$ cat config.mk
export PLATFORM = sky130hd
export DESIGN_NAME = satl_device_flat
export DESIGN_NICKNAME = d
export VERILOG_FILES = /design/src/logic/satl_pkg.sv /design/src/logic/satl_if.sv /design/src/logic/satl_device.sv /design/src/flat_wrapper.sv
export SDC_FILE = /design/constraint.sdc
export NUM_CORES = 1
export LEC_CHECK = 0
export ABC_AREA = 1
export BUFFER_PORTS_ARGS = -buffer_cell sky130_fd_sc_hd__buf_2
export CAP_MARGIN = 10
export CORE_UTILIZATION = 45
export CTS_CLUSTER_DIAMETER = 100
export DETAILED_ROUTE_END_ITERATION = 12
export PLACE_DENSITY = 0.65
export SLEW_MARGIN = 20
export SYNTH_ARGS = -nofsm -noshare
export SYNTH_HDL_FRONTEND = slang
export SYNTH_SLANG_ARGS = --single-unit
$ cat constraint.sdc
create_clock -name clk_in -period 10.45 [get_ports clk_in]
set_clock_uncertainty 0.2 [all_clocks]
set_input_delay 2.09 -clock clk_in [delete_from_list [all_inputs] [get_ports clk_in]]
set_output_delay 2.09 -clock clk_in [all_outputs]
set_load 0.01 [all_outputs]
$ cat src/logic/satl_pkg.sv
// Shared constants for the secondary axle torque link
package satl_pkg;
    localparam int unsigned CLK_HZ         = 20_000_000;
    localparam int unsigned MODE_DELAY_MS  = 30;
    localparam int unsigned SLOW_DELAY_MS  = 125;
    // Longest times, so cycle counts round down
    localparam int unsigned MODE_PERIOD_CYC = MODE_DELAY_MS * (CLK_HZ / 1000);
    localparam int unsigned SLOW_PERIOD_CYC = SLOW_DELAY_MS * (CLK_HZ / 1000);
    localparam int unsigned TIMER_W         = 22;

    // Field widths and scale factors
    localparam int unsigned DIFF_W   = 7;
    localparam int unsigned TORQUE_W = 10;
    localparam int unsigned CNT_W    = 2;
    localparam int unsigned PROT_W   = 11;
    localparam int unsigned PKT_W    = 11;
    localparam int unsigned DIFF_RPM_PER_CNT = 2;
    localparam int unsigned TORQUE_NM_PER_CNT = 10;

    // Control mode encoding
    localparam logic MODE_INTERNAL = 1'b0;
    localparam logic MODE_EXTERNAL = 1'b1;

    // Error filter defaults (real sizes defined elsewhere)
    localparam int unsigned WIN_X_DEF = 3;
    localparam int unsigned WIN_Y_DEF = 8;
    localparam logic [7:0]  PROT_KEY_DEF = 8'h5a;

    // Chassis register map, byte offsets
    localparam int unsigned ADDR_W   = 8;
    localparam logic [7:0] REG_CTRL     = 8'h00;
    localparam logic [7:0] REG_REQUEST  = 8'h04;
    localparam logic [7:0] REG_STATUS   = 8'h08;
    localparam logic [7:0] REG_IRQ_STAT = 8'h0c;
    localparam logic [7:0] REG_IRQ_MASK = 8'h10;
    // CTRL fields
    localparam int unsigned CTRL_AWD_BIT      = 0;
    localparam int unsigned CTRL_BAD_PROT_BIT = 1;
    localparam int unsigned CTRL_HOLD_CNT_BIT = 2;
    localparam logic [2:0]  CTRL_RESET        = 3'h0;
    // REQUEST fields
    localparam int unsigned REQ_ACTIVE_BIT = 10;
    // STATUS fields
    localparam int unsigned ST_MODE_BIT    = 0;
    localparam int unsigned ST_DIFF_LSB    = 1;
    localparam int unsigned ST_DIFF_ACT_BIT = 8;
    localparam int unsigned ST_INHIBIT_BIT = 9;
    // Interrupt bits
    localparam int unsigned IRQ_W           = 3;
    localparam int unsigned IRQ_MODE_BIT    = 0;
    localparam int unsigned IRQ_INHIBIT_BIT = 1;
    localparam int unsigned IRQ_DIFF_BIT    = 2;

    // Protection value: 8-bit keyed checksum of the packet and count
    function automatic logic [PROT_W-1:0] satl_protect(input logic [PKT_W-1:0] pkt,
                                                       input logic [CNT_W-1:0] cnt,
                                                       input logic [7:0]       key);
        logic [7:0] sum;
        sum = pkt[7:0] + {5'h00, pkt[10:8]} + {6'h00, cnt} + key;
        return {3'h0, sum};
    endfunction
endpackage

$ cat src/logic/satl_if.sv
// Link between the transfer case controller and the chassis module
interface satl_if;
    import satl_pkg::*;
    logic                mode_valid;
    logic                mode_ext;
    logic                stat_valid;
    logic [DIFF_W-1:0]   diff_rpm;
    logic                diff_act;
    logic                inhibit;
    logic                req_valid;
    logic [TORQUE_W-1:0] req_torque;
    logic                req_act;
    logic [CNT_W-1:0]    req_cnt;
    logic [PROT_W-1:0]   req_prot;

    modport device (output mode_valid, mode_ext, stat_valid, diff_rpm, diff_act, inhibit,
                    input  req_valid, req_torque, req_act, req_cnt, req_prot);
    modport chassis (input  mode_valid, mode_ext, stat_valid, diff_rpm, diff_act, inhibit,
                     output req_valid, req_torque, req_act, req_cnt, req_prot);
endinterface

$ cat src/logic/satl_device.sv
// Transfer case controller end: status transmit and request checking
//
// Local design decisions: the strobed register port and the register addresses.
module satl_device #(
    parameter int unsigned MODE_PERIOD = satl_pkg::MODE_PERIOD_CYC,
    parameter int unsigned SLOW_PERIOD = satl_pkg::SLOW_PERIOD_CYC,
    parameter int unsigned WIN_X       = satl_pkg::WIN_X_DEF,
    parameter int unsigned WIN_Y       = satl_pkg::WIN_Y_DEF,
    parameter logic [7:0]  PROT_KEY    = satl_pkg::PROT_KEY_DEF
) (
    input  wire logic                          clk_in,
    input  wire logic                          srst_in,
    satl_if.device                             link,
    input  wire logic                          awd_fitted_in,
    input  wire logic                          electronic_clutch_in,
    input  wire logic                          inhibit_cond_in,
    input  wire logic [satl_pkg::DIFF_W-1:0]   diff_req_in,
    input  wire logic                          diff_req_act_in,
    input  wire logic                          drive_cycle_end_in,
    output logic                               torque_follow_out,
    output logic      [satl_pkg::TORQUE_W-1:0] torque_target_out,
    output logic                               rejected_out,
    output logic                               frame_err_out
);
    import satl_pkg::*;

    logic [TIMER_W-1:0]  mode_timer;
    logic [TIMER_W-1:0]  slow_timer;

    // Last accepted request data
    logic [TORQUE_W-1:0] acc_torque;
    logic                acc_act;

    // Rolling count tracking
    logic                cnt_seen;
    logic [CNT_W-1:0]    last_cnt;
    logic                cnt_err;
    logic                prot_err;
    logic                frame_err;

    // Sliding window state
    logic [WIN_Y-1:0]    err_hist;
    logic [WIN_Y-1:0]    next_err_hist;
    logic [7:0]          next_err_count;
    logic                rejected;
    logic                trip;
    logic                next_mode;

    // Frame checks
    always_comb begin
        prot_err  = link.req_prot !=
                    satl_protect({link.req_act, link.req_torque}, link.req_cnt, PROT_KEY);
        cnt_err   = cnt_seen && (link.req_cnt != last_cnt + 1'b1);
        frame_err = prot_err || cnt_err;
    end

    always_ff @(posedge clk_in) begin
        if (srst_in || !awd_fitted_in) begin
            cnt_seen <= 1'b0;
            last_cnt <= '0;
        end else if (link.req_valid) begin
            // Resync on whatever arrived, so a skipped count costs one error and a corrupted count costs two
            cnt_seen <= 1'b1;
            last_cnt <= link.req_cnt;
        end
    end

    // x-of-y window over the most recent Y frames
    always_comb begin
        next_err_hist  = {err_hist[WIN_Y-2:0], frame_err};
        next_err_count = '0;
        for (int i = 0; i < WIN_Y; i++) begin
            next_err_count = next_err_count + {7'h00, next_err_hist[i]};
        end
        trip = link.req_valid && (next_err_count >= 8'(WIN_X));
    end

    always_ff @(posedge clk_in) begin
        if (srst_in || !awd_fitted_in)
            err_hist <= '0;
        else if (link.req_valid)
            err_hist <= next_err_hist;
    end

    // Latched until the driving cycle ends or reset; nothing else clears it
    always_ff @(posedge clk_in) begin
        if (srst_in || drive_cycle_end_in)
            rejected <= 1'b0;
        else if (awd_fitted_in && trip)
            rejected <= 1'b1;
    end

    // Accept only frames with a valid protection value while not rejected
    always_ff @(posedge clk_in) begin
        if (srst_in || !awd_fitted_in || drive_cycle_end_in) begin
            acc_torque <= '0;
            acc_act    <= 1'b0;
        end else if (link.req_valid && !prot_err && !rejected && !trip) begin
            acc_torque <= link.req_torque;
            acc_act    <= link.req_act;
        end else if (rejected || trip) begin
            acc_act    <= 1'b0;
        end
    end

    // Without electronic clutch coupling the mode is forced internal
    assign next_mode = (electronic_clutch_in && acc_act && !rejected) ? MODE_EXTERNAL
                                                                       : MODE_INTERNAL;

    always_ff @(posedge clk_in) begin
        if (srst_in) begin
            torque_follow_out <= 1'b0;
            torque_target_out <= '0;
            rejected_out      <= 1'b0;
            frame_err_out     <= 1'b0;
        end else begin
            torque_follow_out <= next_mode;
            torque_target_out <= next_mode ? acc_torque : '0;
            rejected_out      <= rejected;
            frame_err_out     <= awd_fitted_in && link.req_valid && frame_err;
        end
    end

    // Fast status frame: control mode
    always_ff @(posedge clk_in) begin
        if (srst_in || !awd_fitted_in) begin
            mode_timer      <= '0;
            link.mode_valid <= 1'b0;
            link.mode_ext   <= MODE_INTERNAL;
        end else begin
            link.mode_valid <= 1'b0;
            if (mode_timer == TIMER_W'(MODE_PERIOD - 1)) begin
                mode_timer      <= '0;
                link.mode_valid <= 1'b1;
                link.mode_ext   <= next_mode;
            end else begin
                mode_timer <= mode_timer + 1'b1;
            end
        end
    end

    // Slow status frame: speed difference limit and temporary inhibit
    always_ff @(posedge clk_in) begin
        if (srst_in || !awd_fitted_in) begin
            slow_timer      <= '0;
            link.stat_valid <= 1'b0;
            link.diff_rpm   <= '0;
            link.diff_act   <= 1'b0;
            link.inhibit    <= 1'b0;
        end else begin
            link.stat_valid <= 1'b0;
            if (slow_timer == TIMER_W'(SLOW_PERIOD - 1)) begin
                slow_timer      <= '0;
                link.stat_valid <= 1'b1;
                link.diff_rpm   <= diff_req_in;
                link.diff_act   <= diff_req_act_in;
                // Recoverable condition only; fault storage plays no part
                link.inhibit    <= inhibit_cond_in;
            end else begin
                slow_timer <= slow_timer + 1'b1;
            end
        end
    end
endmodule

$ cat src/flat_wrapper.sv
// flat-port wrapper written by rule: the top's interface ports become plain ports
module satl_device_flat import satl_pkg::*;
#(
    parameter int unsigned MODE_PERIOD = satl_pkg::MODE_PERIOD_CYC,
    parameter int unsigned SLOW_PERIOD = satl_pkg::SLOW_PERIOD_CYC,
    parameter int unsigned WIN_X       = satl_pkg::WIN_X_DEF,
    parameter int unsigned WIN_Y       = satl_pkg::WIN_Y_DEF,
    parameter logic [7:0]  PROT_KEY    = satl_pkg::PROT_KEY_DEF
)
  (clk_in, srst_in, awd_fitted_in, electronic_clutch_in, inhibit_cond_in, diff_req_in, diff_req_act_in, drive_cycle_end_in, torque_follow_out, torque_target_out, rejected_out, frame_err_out, link_mode_valid, link_mode_ext, link_stat_valid, link_diff_rpm, link_diff_act, link_inhibit, link_req_valid, link_req_torque, link_req_act, link_req_cnt, link_req_prot);
  satl_if link_i ();
  input  wire logic clk_in;
  input  wire logic srst_in;
  input  wire logic awd_fitted_in;
  input  wire logic electronic_clutch_in;
  input  wire logic inhibit_cond_in;
  input  wire logic [satl_pkg::DIFF_W-1:0] diff_req_in;
  input  wire logic diff_req_act_in;
  input  wire logic drive_cycle_end_in;
  output logic torque_follow_out;
  output logic      [satl_pkg::TORQUE_W-1:0] torque_target_out;
  output logic rejected_out;
  output logic frame_err_out;
  output wire logic [$bits(link_i.mode_valid)-1:0] link_mode_valid;
  output wire logic [$bits(link_i.mode_ext)-1:0] link_mode_ext;
  output wire logic [$bits(link_i.stat_valid)-1:0] link_stat_valid;
  output wire logic [$bits(link_i.diff_rpm)-1:0] link_diff_rpm;
  output wire logic [$bits(link_i.diff_act)-1:0] link_diff_act;
  output wire logic [$bits(link_i.inhibit)-1:0] link_inhibit;
  input wire logic [$bits(link_i.req_valid)-1:0] link_req_valid;
  input wire logic [$bits(link_i.req_torque)-1:0] link_req_torque;
  input wire logic [$bits(link_i.req_act)-1:0] link_req_act;
  input wire logic [$bits(link_i.req_cnt)-1:0] link_req_cnt;
  input wire logic [$bits(link_i.req_prot)-1:0] link_req_prot;
  assign link_mode_valid = link_i.mode_valid;
  assign link_mode_ext = link_i.mode_ext;
  assign link_stat_valid = link_i.stat_valid;
  assign link_diff_rpm = link_i.diff_rpm;
  assign link_diff_act = link_i.diff_act;
  assign link_inhibit = link_i.inhibit;
  assign link_i.req_valid = link_req_valid;
  assign link_i.req_torque = link_req_torque;
  assign link_i.req_act = link_req_act;
  assign link_i.req_cnt = link_req_cnt;
  assign link_i.req_prot = link_req_prot;
  satl_device #(.MODE_PERIOD(MODE_PERIOD), .SLOW_PERIOD(SLOW_PERIOD), .WIN_X(WIN_X), .WIN_Y(WIN_Y), .PROT_KEY(PROT_KEY)) u_core (.clk_in(clk_in), .srst_in(srst_in), .link(link_i), .awd_fitted_in(awd_fitted_in), .electronic_clutch_in(electronic_clutch_in), .inhibit_cond_in(inhibit_cond_in), .diff_req_in(diff_req_in), .diff_req_act_in(diff_req_act_in), .drive_cycle_end_in(drive_cycle_end_in), .torque_follow_out(torque_follow_out), .torque_target_out(torque_target_out), .rejected_out(rejected_out), .frame_err_out(frame_err_out));
endmodule
# Word level (Yosys, flattened, before mapping)
# Cells that the tools add are included.
dict set report totals {
  word_cells 65
  ff_bits 91
  output_inout_bits 25
}
dict set report op_classes {
  n_addsub 13
  order_cmp 1
  mux 5
  eq_ne 4
  n_bitwise 1
  n_reduce_logical 23
}
# op count
set ops {}
lappend ops {{$add A22 B1 Y22 const B} 2}
lappend ops {{$add A8 B1 Y8} 5}
lappend ops {{$eq A22 B20 Y1 const B} 1}
lappend ops {{$eq A22 B22 Y1 const B} 1}
lappend ops {{$ne A11 B8 Y1} 1}
lappend ops {{$logic_and A1 B1 Y1} 10}
lappend ops {{$add A8 B2 Y8} 1}
lappend ops {{$add A8 B3 Y8} 1}
lappend ops {{$add A8 B7 Y8 const B} 1}
lappend ops {{$ge A8 B2 Y1 const B} 1}
lappend ops {{$reduce_or A2 Y1} 3}
lappend ops {{$logic_or A1 B1 Y1} 5}
lappend ops {{$mux W1} 5}
lappend ops {{$logic_not A1 Y1} 4}
lappend ops {{$add A2 B1 Y3} 1}
lappend ops {{$add A1 B1 Y2} 1}
lappend ops {{$add A2 B1 Y2 const B} 1}
lappend ops {{$ne A2 B2 Y1} 1}
lappend ops {{$reduce_bool A2 Y1} 1}
lappend ops {{$not A1 Y1} 1}

# Logic depth before layout (Yosys ltp)
# Gate-level depths: netlist of run 1.
dict set report depth {
  ltp_word 17
  mapped_depth 31
  ltp_nobuf 31
}

# Worst setup path before layout of run 1
# Ideal clock, no wire load.
dict set report synth_timing {
  kind {input to register}
  start {input link_req_cnt[0]}
  end {register u_core.acc_torque[1]}
  n_path_buf 1
  path_stages 31
  slack_ps 2840
  arrival_ps 7300
  setup_ps 110
  cell_sequence {fa_1 inv_1 ha_1 nor2_1 inv_1 fa_1 inv_1 nand2_1 nand2_1 nor2_1 nand2_1 nor2_1 nand3_1 a21oi_1 nand4_1 fa_1 inv_1 fa_1 fa_1 inv_1 ha_1 inv_1 fa_1 inv_1 nand2_1 nand4_1 a21oi_1 buf_2 nand4_1 nand2_1 nor2_1}
}
dict set report synth_via {
  elab_chain_len 15
  elab_cells_between_ends 20
  classes_between {9 x add/sub; 1 x order compare; 2 x eq/ne; 8 x reduce/logical}
}
# element line
set synth_rtl {}
lappend synth_rtl {{from (decl)} flat_wrapper.sv:33} ;# input wire logic [$bits(link_i.req_cnt)-1:0] link_req_cnt;
lappend synth_rtl {{$add A8 B2 Y8} satl_pkg.sv:59} ;# sum = pkt[7:0] + {5'h00, pkt[10:8]} + {6'h00, cnt} + key;
lappend synth_rtl {{$add A8 B7 Y8} satl_pkg.sv:59}
lappend synth_rtl {{$ne A11 B8 Y1} satl_device.sv:51} ;# prot_err = link.req_prot !=
lappend synth_rtl {{$logic_or A1 B1 Y1 *} satl_device.sv:54} ;# frame_err = prot_err || cnt_err;
lappend synth_rtl {{net u_core.frame_err} satl_device.sv:39} ;# logic frame_err;
lappend synth_rtl {{$add A1 B1 Y2 *} satl_device.sv:73} ;# next_err_count = next_err_count + {7'h00, next_err_hist[i]};
lappend synth_rtl {{$add A2 B1 Y3 *} satl_device.sv:73}
lappend synth_rtl {{$add A8 B1 Y8 * (5 in a row)} satl_device.sv:73}
lappend synth_rtl {{$ge A8 B2 Y1 *} satl_device.sv:75} ;# trip = link.req_valid && (next_err_count >= 8'(WIN_X));
lappend synth_rtl {{$logic_and A1 B1 Y1 *} satl_device.sv:75}
lappend synth_rtl {{$logic_not A1 Y1 *} satl_device.sv:98} ;# end else if (link.req_valid && !prot_err && !rejected && !trip) begin
lappend synth_rtl {{$logic_and A1 B1 Y1 *} satl_device.sv:98}
lappend synth_rtl {{to (signal assigned)} satl_device.sv:99} ;# acc_torque <= link.req_torque;
lappend synth_rtl {{to (decl)} satl_device.sv:31} ;# logic [TORQUE_W-1:0] acc_torque;
# Mark *: on every way through the listed nets, which the timed path passes. The rest lies on a longest branch.
# A chain may end at the register's enable or synchronous reset.

# Worst setup path after layout of run 1
dict set report layout_timing {
  start {input link_req_cnt[0]}
  end {register u_core.acc_torque[4]}
}
# Same word-level chain as after synthesis.

==> flow_summary.ini, run 1 <==
[outcome]
outcome = completed

[sta]
rsz0062_at_grt = no
fmax_mhz = 122.5
setup_viol = 0
layout_setup_ws_ns = 2.287
report.final.slew_viol_count = 0
relSlewSlack_pct = 34.75
min_period_ns = 8.163
hold_violations = 0
tightest_slew_ns = 0.9788
tns_ns = 0
period_share_pct = 78.12

[worst_setup_path]
arrival_ns = 8.26
critPathCaptureType = flop
r2r_slack_ns = 5.43
r2r.worst_path.cells = 18
cp-startpoint = link_req_cnt[0]
reg2reg_from = u_core.last_cnt[1]$_SDFFE_PP0P_
slowest_stage = a21oi_1
critical_path.startpoint_type = input pin
path_max_fanout = 13
cp.required_ns = 10.55
reg2reg_to = u_core.acc_torque[4]$_SDFFE_PP0P_
endpoint = u_core.acc_torque[4]$_SDFFE_PP0P_
slowest_delay_ns = 0.77
worst-setup-path-type = input pin to flop
cp_common_cell = inv_1

[logic_synthesis]
synthSimpleGateAreaFrac_pct = 30.71
synth_ff_type = dfxtp_1
avgSynthCellArea_sq_um = 7.493
synth_top_family_by_area = simple AND/OR/NAND/NOR gates
synth_seq_cells = 91
async_flop_share_pct = 0
ys_seq_area_share_pct = 40.32
synth_top_area_share_pct = 40.32
synth_edf_count = 0
synth_xor_area_share_pct = 2.714
yosysTopAreaCell = dfxtp_1
synth_area_sq_um = 4518
yosys.area_share.adder_pct = 6.536
postSynthCellCount = 603
synth_area_leaders = dfxtp_1 40%, nand2_1 9.1%, inv_1 8.9%
yosys_warnings = 0
synth_cell_type_count = 46
synth_compound_area_share_pct = 9.139
synthMuxAreaShare_pct = 0
synth_nets = 662

[clock_tree]
cts_root_buffer = clkbuf_8
cts_max_level = 3
clock_path_buffers = 2
cts_buffers = 9
cts_tree = built
cts_setup_buffers = 0
cts-resized-gates = 0
clkLatencyLatePin_ns = 0.36
cts.sinks = 91
postCtsHoldBufs = 0
cts.clk_slew.worst_paths_ns = 0.08

[floorplan]
core-area_sq_um = 9774
pin_count = 64
die_h_um = 102.2
start_util_pct = 46.22
rows = 36
fp.dieArea_sq_um = 10440
fp.dieW_um = 102.2

[worst_hold_path]
hp-class = flop to flop

[cells_and_area]
layout.nets = 728
stdcell_area_sq_um = 5140
drive_gt1_share_pct = 17.80
area_growth_pct = 13.76
diodes = 0

[drt]
drt_iter0_drc = 131
vias = 3835
avgRoutedWirePerCell_um = 11.15
via_per_inst = 4.752
routed_wl_mm = 8.998
drc = 0
drtPass1Iterations = 4
postRouteAntennaNets = 0

[power]
ir_worst_vdd_v = 0.00004880
power_w = 0.0006540
p_leak_nw = 2.197
power_density_nw_per_um2 = 127.2

[place]
place_ws_ns = 1.908
numPortBuffers = 63
place_congestion = 0.8518
post-dp-hpwl_mm = 7.036
dpl_cell_area_sq_um = 4946

[grt]
grt_overflow = 0
grt_antenna_before_repair = 0
grt_pass1_wl_mm = 15.24
grt_usage_pct = 18.69
grt_pass1_vias = 3500
grt_max_degree = 20

[job]
max-cap-violations = 0
how the worst min path moves through the flow:
stage / start / endpoint / slack, ns / cells after the start
floorplan: u_core.acc_torque[0]$_SDFFE_PP0P_ / u_core.torque_target_out[0]$_SDFF_PP0_ / 0.22 / 2
global placement: u_core.acc_torque[8]$_SDFFE_PP0P_ / u_core.torque_target_out[8]$_SDFF_PP0_ / 0.23 / 2
detailed placement: u_core.acc_torque[8]$_SDFFE_PP0P_ / u_core.torque_target_out[8]$_SDFF_PP0_ / 0.23 / 2
CTS: u_core.acc_torque[8]$_SDFFE_PP0P_ / u_core.torque_target_out[8]$_SDFF_PP0_ / 0.24 / 2
global route: u_core.acc_torque[6]$_SDFFE_PP0P_ / u_core.torque_target_out[6]$_SDFF_PP0_ / 0.26 / 2
finish: u_core.acc_torque[8]$_SDFFE_PP0P_ / u_core.torque_target_out[8]$_SDFF_PP0_ / 0.24 / 2
flip-flops by register name, indices dropped and copies added (netlist names):
name                      count
u_core.link.inhibit           1
u_core.cnt_seen               1
u_core.acc_act                1
u_core.link.stat_valid        1
u_core.rejected               1
u_core.link.mode_ext          1
u_core.last_cnt               2
u_core.torque_target_out     10
u_core.torque_follow_out      1
u_core.slow_timer            22
u_core.mode_timer            22
u_core.frame_err_out          1
u_core.rejected_out           1
u_core.acc_torque            10
u_core.link.mode_valid        1
u_core.err_hist               7
u_core.link.diff_rpm          7
u_core.link.diff_act          1
logic make-up (layout without fill, tap and decap cells):
logic type,count (synthesis),after routing
buffers and inverters,121,192
xor gates and xnor gates,14,14
adders and majority gates,20,20
DFF,91,91
and+or+nand+nor,290,290
AOI/OAI and AO/OA,67,67
metrics by stage:
step	hold slack (ns)	std cells	utilization, %
2_1_floorplan	0.2160	603	-
3_3_place_gp	0.2286	791	50.60
3_5_place_dp	0.2267	791	50.60
4_1_cts	0.2409	807	52.59
5_1_grt	0.2605	807	52.59
6_report	0.2409	807	52.59
cells in the final DEF (no fill, tap or decap), types with 5 or more instances in the layout:
| cell | synthesis | final |
|---|---|---|
| a21oi_1 | 26 | 26 |
| a22o_1 | 9 | 9 |
| buf_2 | 4 | 63 |
| clkbuf_8 | 0 | 10 |
| dfxtp_1 | 91 | 91 |
| fa_1 | 6 | 6 |
| ha_1 | 14 | 14 |
| inv_1 | 107 | 107 |
| inv_2 | 5 | 5 |
| nand2_1 | 110 | 110 |
| nand2_2 | 9 | 9 |
| nand3_1 | 26 | 26 |
| nand4_1 | 22 | 22 |
| nor2_1 | 76 | 76 |
| nor2_2 | 9 | 9 |
| nor3_1 | 14 | 14 |
| o21ai_0 | 10 | 10 |
| o22ai_1 | 5 | 5 |
| xnor2_1 | 6 | 6 |
| xor2_1 | 8 | 8 |
area by class of cell:
| class | count | area [sq um] |
|---|---|---|
| Fill cell | 962 | 4634 |
| Multi-Input combinational cell | 391 | 2218 |
| Sequential cell | 91 | 1822 |
| Inverter | 113 | 424.2 |
| Timing Repair Buffer | 63 | 315.3 |
| Tap cell | 133 | 166.4 |
| Clock buffer | 11 | 141.4 |
| Clock inverter | 5 | 52.55 |
cells in the mapped netlist, drive strengths merged, types with 6 or more instances:
master,count
a21oi,29
a22o,9
buf,8
dfxtp,91
fa,6
ha,14
inv,112
nand2,119
nand3,30
nand4,24
nor2,87
nor3,17
o21ai,14
xnor2,6
xor2,8
power by group:
group	total, W	switching, W	internal (W)
logic	0.0000677	0.0000429	0.0000248
clock network	0.000237	0.000121	0.000116
registers	0.000349	0.00000110	0.000348
total	0.000654	0.000165	0.000489
metal layers:
| metal | GRT usage [%] | wire [um] | share of wire (%) | up-vias |
|---|---|---|---|---|
| met5 | 0 | 0 | 0 | - |
| met4 | 6.044 | 110 | 1.2 | 0 |
| met3 | 4.446 | 363 | 4.0 | 10 |
| met2 | 31.08 | 4112 | 46 | 77 |
| met1 | 23.88 | 4411 | 49 | 1698 |
| li1 | - | - | - | 2050 |
worst max-delay path: cells and delay by family:
family,cells,cell delay [ns]
adders and majority gates,8,3.25
xor gates and xnor gates,1,0.17
AOI/OAI and AO/OA,2,0.90
buffers and inverters,8,0.53
and+or+nand+nor,12,1.32
(Power assumes the default switching activity.)
==> inputs of run 2 (changes only) <==
Settings changed: ABC_AREA 1 to 0.
Clock period 10.45 ns to 8.2 ns, I/O delays scaled along.
==> flow_summary.ini, run 2 <==
[outcome]
outcome = completed

[cells_and_area]
area_growth_pct = 15.13
fin_cells = 665
reg_top3 = u_core.mode_timer (22), u_core.slow_timer (22)
layout.nets = 590
fillers = 888
multi_input_area_sq_um = 2285
final_cell_mix = 91 x dfxtp_1, 74 x nor2_1, 63 x buf_2
seq_area_sq_um = 1822
drive_gt1_share_pct = 18.28
final_util_pct = 53.26
final_common_cell = dfxtp_1
diodes = 0

[floorplan]
core-area_sq_um = 9240
rows = 35
fp.dieArea_sq_um = 9891
start_util_pct = 46.26
die_h_um = 99.46
pin_count = 64
fp.dieW_um = 99.46

[place]
place_congestion = 0.8572
post-dp-hpwl_mm = 6.278
place_ws_ns = -0.1150
numPortBuffers = 63
dp_cells = 649

[logic_synthesis]
yosysTopAreaCell = dfxtp_1
synth_edf_count = 0
synth_common_cells = 91 x dfxtp_1, 74 x nor2_1, 31 x xor2_1, 27 x nand4_1, 24 x inv_1
synth_ff_type = dfxtp_1
synth_area_leaders = dfxtp_1 43%, nor2_1 6.5%, xor2_1 6.4%
synth_cell_type_count = 53
avgSynthCellArea_sq_um = 9.152
synth_top_area_share_pct = 42.62
synth_nets = 526
async_flop_share_pct = 0
synth_seq_cells = 91
synth_area_sq_um = 4274
postSynthCellCount = 467
yosys.cell_count.top_type = dfxtp_1
ys_seq_area_share_pct = 42.62
yosys_warnings = 0

[drt]
postRouteAntennaNets = 0
vias = 3373
drtPass1Iterations = 4
avgRoutedWirePerCell_um = 12.74
routed_wl_mm = 8.471
via_per_inst = 5.072
drt_iter0_drc = 139
drc = 0

[worst_setup_path]
slowest_delay_ns = 0.56
reg2reg_to = u_core.acc_torque[4]$_SDFFE_PP0P_
path_max_fanout = 10
crit_buf_inv = 6
reg2reg_from = u_core.last_cnt[1]$_SDFFE_PP0P_
worst-setup-path-type = input pin to flop
path_depth = 26
arrival_ns = 8.00
cp.required_ns = 8.24
r2r.worst_path.cells = 20
critPathCaptureType = flop
cp_common_cell = fa_1
slowest_stage = fa_1
path_delay_family = adder cells
critical_path.startpoint_type = input pin
r2r_slack_ns = 3.03

[grt]
grtUsageMet2_pct = 29.17
grt_antenna_before_repair = 0
grt_util_met3_pct = 4.638
grt_pass1_vias = 3072
grt_pass1_wl_mm = 14.14
grt_max_degree = 22
grt_util_met1_pct = 23.33
grt_overflow = 0
grt_busiest_layer = met2
grt_usage_pct = 17.73

[clock_tree]
postCtsHoldBufs = 0
cts.sinks = 91
cts-resized-gates = 0
cts_setup_buffers = 0
clkLatencyLatePin_ns = 0.35
cts_root_buffer = clkbuf_8
cts_tree = built
cts_buffers = 9
cts_max_level = 3
clock_path_buffers = 2
cts.clk_slew.worst_paths_ns = 0.09

[sta]
report.final.slew_viol_count = 0
relSlewSlack_pct = 40.46
hold_violations = 0
min_period_ns = 7.955
tightest_slew_ns = 0.8863
worst_hold_slack_ns = 0.2390
setup_viol = 0
fmax_mhz = 125.7
layout_setup_ws_ns = 0.2455
period_share_pct = 97.01

[power]
p_switching_w = 0.0002159
p_comb_share_pct = 11.0
power_density_nw_per_um2 = 173.5
p_leak_nw = 1.933
p_clk_share_pct = 36.9
seqPwrFrac_pct = 52.1
ir_worst_vdd_v = 0.0001729
swShare_pct = 25.29
cell_internal_pwr_w = 0.0006380

[job]
max-cap-violations = 0

[worst_hold_path]
hp-class = flop to flop
hp-start = u_core.mode_timer[0]$_SDFF_PP0_
hold_path_depth = 1
hold_end = u_core.mode_timer[0]$_SDFF_PP0_
## run 2: cell types whose count changed in the layout (fill, tap and decap cells not counted), sizes merged, moves of 12 or more
cell   change
xor2      +23
inv       -86
mux2i     +18
xnor2     +12
nor2      -13
and2      +14
nand2     -98
## run 2: layout make-up
cell class | instances | share of cell area [%]
Sequential cell | 91 | 37.02
Timing Repair Buffer | 68 | 7.170
Clock inverter | 6 | 1.475
Inverter | 24 | 1.831
Multi-Input combinational cell | 337 | 46.43
Clock buffer | 10 | 2.797
Tap cell | 129 | 3.280
## run 2: through the flow
step                       TNS, ns  area [sq um]  total power, W
final                            0          4921       0.0008539
after global routing      -0.01544          4921       0.0008925
after CTS                        0          4916       0.0008622
after detailed placement   -0.7255          4706       0.0005478
after global placement           0          4706       0.0005464
after floorplan                  0          4274       0.0005214
## run 2: logic make-up after synthesis
kind of cell / count (synthesis) / synth area share (%)
adder cells (fa/ha/maj): 20 / 6.909
XOR/XNOR: 50 / 10.66
flip-flops: 91 / 42.62
AND/OR/NAND/NOR: 199 / 23.45
buffers and inverters: 39 / 4.186
multiplexers: 19 / 4.479
AO/OA/AOI/OAI: 49 / 7.699
## run 2: how the worst max path moves through the flow
stage | start | end | slack, ns
floorplan | link_req_cnt[0] | u_core.acc_torque[0]$_SDFFE_PP0P_ | 0.27
global placement | link_req_cnt[0] | u_core.acc_torque[5]$_SDFFE_PP0P_ | 0.09
detailed placement | link_req_cnt[0] | u_core.acc_torque[4]$_SDFFE_PP0P_ | -0.11
CTS | link_req_cnt[0] | u_core.acc_torque[4]$_SDFFE_PP0P_ | 0.28
global route | link_req_cnt[0] | u_core.acc_torque[4]$_SDFFE_PP0P_ | -0.02
finish | link_req_cnt[0] | u_core.acc_torque[4]$_SDFFE_PP0P_ | 0.25
## run 2: layer usage
layer  up-vias  share of wire [%]  wire, um
met5         -                  0         0
met4         0               0.93        79
met3         7                4.3       361
met2        70                 46      3937
met1      1564                 48      4093
li1       1732                  -         -
## run 2: power groups by stage
stage,clock (W),combinational (W),sequential [W]
2_1_floorplan,0,0.0000661,0.000455
3_3_place_gp,0,0.0000910,0.000455
3_5_place_dp,0,0.0000924,0.000455
4_1_cts,0.000324,0.0000930,0.000445
5_1_grt,0.000344,0.000103,0.000446
6_report,0.000315,0.0000941,0.000445
